<file path="src/hw/afe_ctrl_regs.svh">
// Register offsets, field positions, reset values and mode codes
// How it works
// - Mux code 0xDE routes positive diode to plus input, negative to minus.
// - Sensor selected directly or by sequencer disables burnout source, keeps stored bits.
// - Chop enable low gives plain conversions, no swapping, normal timing.
// - Chop enabled takes two conversions: normal polarity, then inputs swapped.
// - Chop result is normal conversion minus swapped conversion, halved.
// - Chop doubles conversion time; in one-shot that is the only timing change.
// - Chop with continuous mode resets filter between conversions, one result per two.
// - Gain codes 000 to 101 give analog 0.33x to 16x, digital 1x.
// - Gain codes 110 and 111 keep analog 16x, digital 2x and 4x.
// - Digital gain is a left shift of the conversion code, saturated to 24 bits, no rounding.
`ifndef AFE_CTRL_REGS_SVH
`define AFE_CTRL_REGS_SVH
`define AFE_ADDR_CFG0 4'h0
`define AFE_ADDR_CFG2 4'h1
`define AFE_ADDR_CFG3 4'h2
`define AFE_ADDR_MUX 4'h3
`define AFE_ADDR_CTRL 4'h4
`define AFE_ADDR_STAT 4'h5
`define AFE_ADDR_RESULT 4'h6
`define AFE_CFG0_CS_LSB 0
`define AFE_CFG2_CHOP_BIT 0
`define AFE_CFG2_GAIN_LSB 1
`define AFE_CFG3_MODE_LSB 0
`define AFE_CTRL_START_BIT 0
`define AFE_CTRL_SCAN_BIT 1
`define AFE_MUX_RESET 8'h01
`define AFE_GAIN_RESET 3'h1
`define AFE_TEMP_MUX_CODE 8'hDE
`define AFE_MODE_CONT 2'h3
`define AFE_MODE_ONESHOT 2'h2
`endif

</file>
<file path="src/hw/afe_ctrl_pkg.sv">
// Types shared by the front-end control modules
package afe_ctrl_pkg;
    typedef enum logic [2:0] {
        AFE_IDLE = 3'b000,
        AFE_CONV_POS = 3'b001,
        AFE_CONV_NEG = 3'b010,
        AFE_DONE = 3'b011
    } afe_state_e;
    typedef logic [23:0] afe_code_t;
endpackage : afe_ctrl_pkg

</file>
<file path="src/hw/afe_gain_if.sv">
// Gain request and scaled result between control and gain stage
`timescale 1ns/1ps
interface afe_gain_if;
    logic [2:0] gain_code;
    logic [23:0] raw_code;
    logic [23:0] scaled_code;
    modport ctrl (output gain_code, output raw_code, input scaled_code);
    modport stage (input gain_code, input raw_code, output scaled_code);
endinterface : afe_gain_if

</file>
<file path="src/hw/afe_ctrl_top.sv">
// ADC front-end control: input mux, burnout override, chop, gain
//
// The placing of the registers and strobed register access were decided locally.
`timescale 1ns/1ps
`include "afe_ctrl_regs.svh"
module afe_ctrl_top
    import afe_ctrl_pkg::*;
#(
    parameter int CONV_CYCLES = 64
)
(
    input wire logic i_clock,
    input wire logic i_reset_n,
    input wire logic [3:0] i_addr,
    input wire logic [31:0] i_wdata,
    input wire logic i_wr,
    input wire logic i_rd,
    input wire logic [23:0] i_filter_code,
    input wire logic [7:0] i_scan_mux,
    output logic [31:0] o_rdata,
    output logic [7:0] o_mux_route,
    output logic o_swap_inputs,
    output logic [1:0] o_burnout_sel,
    output logic o_diode_bias_en,
    output logic o_filter_reset,
    output logic [2:0] o_analog_gain,
    output logic o_data_ready
);
    logic [1:0] cs_sel_q;
    logic chop_q;
    logic [2:0] gain_q;
    logic [1:0] mode_q;
    logic [7:0] mux_q;
    logic scan_q;
    logic start;
    afe_state_e state_q;
    logic [15:0] cnt_q;
    afe_code_t pos_q;
    afe_code_t result_q;
    logic signed [24:0] diff;
    logic [7:0] route;
    logic temp_sel;
    logic conv_end;
    afe_gain_if gif ();

    afe_digital_gain u_gain (
        .i_clock(i_clock),
        .i_reset_n(i_reset_n),
        .gif(gif)
    );
    assign gif.gain_code = gain_q;

    // Configuration writes
    always_ff @(posedge i_clock)
    begin
        if (!i_reset_n)
        begin
            cs_sel_q <= 2'h0;
            chop_q <= 1'b0;
            gain_q <= `AFE_GAIN_RESET;
            mode_q <= 2'h0;
            mux_q <= `AFE_MUX_RESET;
            scan_q <= 1'b0;
        end
        else if (i_wr)
        begin
            case (i_addr)
                `AFE_ADDR_CFG0: cs_sel_q <= i_wdata[`AFE_CFG0_CS_LSB +: 2];
                `AFE_ADDR_CFG2:
                begin
                    chop_q <= i_wdata[`AFE_CFG2_CHOP_BIT];
                    gain_q <= i_wdata[`AFE_CFG2_GAIN_LSB +: 3];
                end
                `AFE_ADDR_CFG3: mode_q <= i_wdata[`AFE_CFG3_MODE_LSB +: 2];
                `AFE_ADDR_MUX: mux_q <= i_wdata[7:0];
                `AFE_ADDR_CTRL: scan_q <= i_wdata[`AFE_CTRL_SCAN_BIT];
                default: ;
            endcase
        end
    end

    assign start = i_wr && (i_addr == `AFE_ADDR_CTRL)
        && i_wdata[`AFE_CTRL_START_BIT];
    assign route = scan_q ? i_scan_mux : mux_q;
    assign temp_sel = (route == `AFE_TEMP_MUX_CODE);
    assign conv_end = (cnt_q == 16'(CONV_CYCLES - 1));
    assign diff = (25'(signed'(pos_q)) - 25'(signed'(i_filter_code))) >>> 1;
    assign gif.raw_code = (state_q == AFE_CONV_NEG) ? diff[23:0] : i_filter_code;

    // Conversion sequencer; one phase lasts CONV_CYCLES clocks
    always_ff @(posedge i_clock)
    begin
        if (!i_reset_n)
        begin
            state_q <= AFE_IDLE;
            cnt_q <= 16'h0000;
            pos_q <= 24'h000000;
            result_q <= 24'h000000;
            o_data_ready <= 1'b0;
            o_filter_reset <= 1'b0;
        end
        else
        begin
            o_data_ready <= 1'b0;
            o_filter_reset <= 1'b0;
            case (state_q)
                AFE_IDLE:
                begin
                    cnt_q <= 16'h0000;
                    if (start || mode_q == `AFE_MODE_CONT)
                        state_q <= AFE_CONV_POS;
                end
                AFE_CONV_POS:
                begin
                    cnt_q <= conv_end ? 16'h0000 : cnt_q + 16'h0001;
                    if (conv_end)
                    begin
                        if (!chop_q)
                        begin
                            result_q <= gif.scaled_code;
                            o_data_ready <= 1'b1;
                            state_q <= AFE_DONE;
                        end
                        else
                        begin
                            pos_q <= i_filter_code;
                            o_filter_reset <= 1'b1;
                            state_q <= AFE_CONV_NEG;
                        end
                    end
                end
                AFE_CONV_NEG:
                begin
                    cnt_q <= conv_end ? 16'h0000 : cnt_q + 16'h0001;
                    // data ready only after both phases
                    if (conv_end)
                    begin
                        result_q <= gif.scaled_code;
                        o_data_ready <= 1'b1;
                        state_q <= AFE_DONE;
                    end
                end
                AFE_DONE:
                begin
                    if (mode_q == `AFE_MODE_CONT)
                    begin
                        o_filter_reset <= chop_q;
                        state_q <= AFE_CONV_POS;
                    end
                    else
                        state_q <= AFE_IDLE;
                end
                default: state_q <= AFE_IDLE;
            endcase
        end
    end

    // Analog-side controls, registered
    always_ff @(posedge i_clock)
    begin
        if (!i_reset_n)
        begin
            o_mux_route <= `AFE_MUX_RESET;
            o_swap_inputs <= 1'b0;
            o_burnout_sel <= 2'h0;
            o_diode_bias_en <= 1'b0;
            o_analog_gain <= `AFE_GAIN_RESET;
        end
        else
        begin
            o_mux_route <= route;
            // swap only in the second phase
            o_swap_inputs <= (state_q == AFE_CONV_NEG);
            // sensor overrides burnout, stored bits untouched
            o_burnout_sel <= temp_sel ? 2'h0 : cs_sel_q;
            o_diode_bias_en <= temp_sel;
            // analog code follows gain up to 16x
            // codes above hold analog at 16x
            o_analog_gain <= (gain_q > 3'h5) ? 3'h5 : gain_q;
        end
    end

    // Read port, data one cycle after strobe
    always_ff @(posedge i_clock)
    begin
        if (!i_reset_n)
            o_rdata <= 32'h00000000;
        else if (i_rd)
        begin
            case (i_addr)
                `AFE_ADDR_CFG0: o_rdata <= {30'h0, cs_sel_q};
                `AFE_ADDR_CFG2: o_rdata <= {28'h0, gain_q, chop_q};
                `AFE_ADDR_CFG3: o_rdata <= {30'h0, mode_q};
                `AFE_ADDR_MUX: o_rdata <= {24'h0, mux_q};
                `AFE_ADDR_CTRL: o_rdata <= {30'h0, scan_q, 1'b0};
                `AFE_ADDR_STAT: o_rdata <= {29'h0, state_q};
                `AFE_ADDR_RESULT: o_rdata <= {8'h0, result_q};
                default: o_rdata <= 32'h00000000;
            endcase
        end
        else
            o_rdata <= 32'h00000000;
    end
endmodule : afe_ctrl_top

</file>
<file path="src/hw/afe_digital_gain.sv">
// Digital gain stage: shift left with saturation
`timescale 1ns/1ps
module afe_digital_gain
    import afe_ctrl_pkg::*;
(
    input wire logic i_clock,
    input wire logic i_reset_n,
    afe_gain_if.stage gif
);
    logic [1:0] shift_q;
    logic signed [26:0] wide;
    // digital gain select
    // Registered: a gain change only matters at a phase end, many clocks on
    always_ff @(posedge i_clock)
    begin
        if (!i_reset_n)
            shift_q <= 2'h0;
        else
        begin
            case (gif.gain_code)
                3'h6: shift_q <= 2'h1;
                3'h7: shift_q <= 2'h2;
                default: shift_q <= 2'h0;
            endcase
        end
    end
    always_comb
    begin
        wide = 27'(signed'(gif.raw_code)) <<< shift_q;
        if (wide > 27'sh07FFFFF)
            gif.scaled_code = 24'h7FFFFF;
        else if (wide < -27'sh0800000)
            gif.scaled_code = 24'h800000;
        else
            gif.scaled_code = wide[23:0];
    end
endmodule : afe_digital_gain

</file>
<file path="config.mk">
export PLATFORM = sky130hd
export DESIGN_NAME = afe_ctrl_top
export DESIGN_NICKNAME = d
export VERILOG_FILES = /design/src/hw/afe_ctrl_pkg.sv /design/src/hw/afe_gain_if.sv /design/src/hw/afe_ctrl_top.sv /design/src/hw/afe_digital_gain.sv
export VERILOG_INCLUDE_DIRS = /design/src /design/src/hw
export SDC_FILE = /design/constraint.sdc
export NUM_CORES = 1
export LEC_CHECK = 0
export ABC_AREA = 1
export BUFFER_PORTS_ARGS = -buffer_cell sky130_fd_sc_hd__buf_2
export CORE_MARGIN = 4
export CORE_UTILIZATION = 55
export DETAILED_ROUTE_END_ITERATION = 8
export HOLD_SLACK_MARGIN = 0.03
export PLACE_DENSITY = 0.79
export SLEW_MARGIN = 15
export SYNTH_ARGS = -nofsm -noshare
export SYNTH_HDL_FRONTEND = slang
export SYNTH_SLANG_ARGS = --single-unit
</file>
<file path="constraint.sdc">
create_clock -name i_clock -period 3.3 [get_ports i_clock]
set_input_delay 0.165 -clock i_clock [delete_from_list [all_inputs] [get_ports i_clock]]
set_output_delay 0.165 -clock i_clock [all_outputs]
set_load 0.05 [all_outputs]
</file>
==> results.txt <==
status: completed
CP required: 3.65 ns
setup bufs post-CTS: 0
Max clock buf depth: 2
top post-synthesis cells by count: nand2_1 (250), inv_1 (143), nor2_1 (143)
slowest stage cell on the critical path: dlygate4sd3_1
setup violators final: 0
Synth Cell Area: 7470 um^2
post-layout util: 0.659
Antenna Nets Post-Route: 0
Synth-to-Final Area Change: 17.3%
Netlist cell types: 47
f_max: 346 MHz
number of max-cap violations: 0
Critical Path AT: 3.24 ns
CTS sink count: 126
final hold violations: 0
count leader, synth: nand2_1
switch share: 0.296
vias in the first global route: 6843
CP delay by family, top: simple AND/OR/NAND/NOR gates
IO Port Bufs: 88
top cells by area, synth: dfxtp_1 (34%), nand2_1 (13%), inv_1 (7.2%)
max-slew violations: 0
largest net degree at the start of global routing: 70
Yosys warning total: 0
worst slew pin tran: 0.691 ns
Design Area, Final: 8760 um^2
full die area: 15500 um^2
Total Power: 4640 uW
drt via density: 5.26
Slew HR: 0.539
final wirelength: 18700 um
crit path cell chain: dlygate4sd3_1, buf_2, inv_1, ha_1, nand2_2, inv_1, a21oi_1, nand2_1, nand2_1, nand3_1, nand2_1, nand3_1, nand2_1, nand2_1, nand2_1, nand2_1, nand2_1, nand2_2, a21oi_1, nor2_1, nor2_1
Tcrit/Tclk final: 0.875
gpl congestion: 0.936
initial antenna violation count: 0
clock-pin transition on the worst setup and hold timing paths: 0.06 ns
vias: 7391
quantity of gates resized following cts: 0
RSZ-0062 raised after global routing: false
crit path kind: in2reg
post-synthesis sequential area ratio: 0.338
Async SR Flop Fraction: 0
gr usage total: 0.241
CTS Buf Count: 17
total grt overflow: 0
first-pass GRT wire length: 31400 um
most used cell, CP: nand2_1
share of cells above drive strength 1: 0.151
DIE WIDTH: 125 um
peak supply drop: 370 uV
crit-path max cell delay: 0.53 ns
Worst Path Max Fanout: 22
Hold Crit Class: in2reg
ANT cells: 0
clock network power share: 0.466
Worst setup EP type: flip-flop
Final Skew: 0.00759 ns
Remaining DRCs: 0
PD cells: 530 nW/um^2
hold_buf cts: 11
Fillers: 1206
top-area cell type share of the netlist area: 0.338
Syn Area/Cell: 6.60 um^2
net load switching power: 1380 uW
Sequential Power Share: 0.338
1st-pass router iterations: 5
final-stage net count: 1318
post-synth top area cell: dfxtp_1
Initial Util: 0.562
Die Y: 125 um
Power Internal: 3270 uW
dpl hpwl: 13600 um
clk_lat worst skew: 0.42 ns
Main synth FF type: dfxtp_1
# H-tree levels: 4
Lkg Pwr: 0.00415 uW
Root Driver: clkbuf_16
WHS: 0.0440 ns
cell count after synthesis: 1132
fin crit period: 2.89 ns
placed cell area: 7970 um^2
number of placement rows: 42
DR iter-0 viols: 644
crit path launch type: primary input
setup_tns: 0 ns
CTS tree: built
# IOs: 121
Logic pwr share: 0.196
Post-synth EDFFs: 0
total core area: 13300 um^2
Wirelength per Cell: 13.3 um
Seq cells post-synth: 126
WP buf/inv: 4
## final timing paths
check                     from                end  slack (ns)  cells past startpoint
max          i_filter_code[13]        result_q[1]        0.41                     21
min           i_filter_code[6]           pos_q[6]        0.04                      3
max reg2reg           pos_q[0]        result_q[1]        0.54                     21
min reg2reg          gain_q[0]  u_gain.shift_q[0]        0.43                      1
## registers in the layout, summed over array words and instances, names as in the netlist, 2 cells and up
register	cells
o_rdata	24
gain_q	3
cs_sel_q	2
cnt_q	16
u_gain.shift_q	2
result_q	24
o_burnout_sel	2
mux_q	8
o_mux_route	8
mode_q	2
pos_q	24
o_analog_gain	3
state_q	2
## power by group through the flow
stage | Combinational (uW) | Sequential (uW) | Clock (uW)
floorplan | 708 | 1610 | 0
global placement | 876 | 1600 | 0
detailed placement | 885 | 1600 | 0
CTS | 905 | 1570 | 2190
global route | 1020 | 1570 | 2260
finish | 911 | 1570 | 2160
## worst reg2reg max path, stage by stage (launching register included)
cell     delay, ns
dfxtp_1       0.32
inv_1         0.04
nand2_1       0.06
inv_1         0.05
fa_1          0.35
inv_1         0.10
nand2_1       0.08
nand2_1       0.08
nand3_1       0.09
nand2_2       0.12
nand2_1       0.07
nand3_1       0.09
nand2_1       0.05
nand2_1       0.08
nand2_2       0.07
nand3_2       0.09
nand2_2       0.08
o21ai_2       0.12
nand2_2       0.34
a21oi_1       0.26
nor2_1        0.05
nor2_1        0.09
## stage by stage
step / setup WS, ns / cells
global placement: 0.596 / 1362
CTS: 0.444 / 1405
finish: 0.411 / 1405
floorplan: 1.02 / 1139
global route: 0.113 / 1405
detailed placement: 0.548 / 1362
## logic make-up after synthesis
logic type | synth area share
AO/OA/AOI/OAI | 0.162
XOR/XNOR | 0.0141
adder cells (fa/ha/maj) | 0.0512
buffers and inverters | 0.107
flip-flops | 0.338
multiplexers | 0.0134
other | 0.000502
AND/OR/NAND/NOR | 0.314
## per-layer routing
layer	up-vias	routed length, um	GRT usage	share of wire
li1	3809	-	-	-
met1	3352	8250	0.299	0.44
met2	195	9150	0.413	0.49
met3	35	873	0.0502	0.047
met4	0	424	0.0864	0.023
met5	-	0	0	0
## cell type report
class	count	area (um^2)	area share
multi-input cells	818	4180	0.477
flip-flops and latches	126	2520	0.288
repair buffers	106	603	0.0688
inverters	147	552	0.0630
clock buffers	17	425	0.0486
clock inverters	15	258	0.0294
well taps	176	220	0.0251
## placed cells by master (no fill, tap or decap), types with 3 or more instances in the layout
| cell type | instances |
|---|---|
| nand2_2 | 15 |
| a21oi_1 | 71 |
| clkbuf_16 | 17 |
| xor2_1 | 6 |
| buf_2 | 88 |
| xnor2_1 | 6 |
| nand3_1 | 87 |
| nor2_1 | 142 |
| nand4_1 | 9 |
| nor3_1 | 14 |
| buf_4 | 7 |
| dlygate4sd3_1 | 11 |
| nand2_1 | 250 |
| conb_1 | 8 |
| nor4_1 | 6 |
| o211ai_1 | 5 |
| a211oi_1 | 4 |
| clkinv_4 | 4 |
| mux2i_1 | 10 |
| a31oi_1 | 3 |
| dfxtp_1 | 126 |
| a21o_1 | 3 |
| inv_6 | 3 |
| a21oi_2 | 22 |
| inv_1 | 143 |
| o21ai_0 | 93 |
| nand3_2 | 4 |
| bufinv_16 | 6 |
| nor2_2 | 8 |
| nand3b_1 | 3 |
| ha_1 | 29 |
| o221ai_1 | 3 |
(Power assumes the default switching activity.)
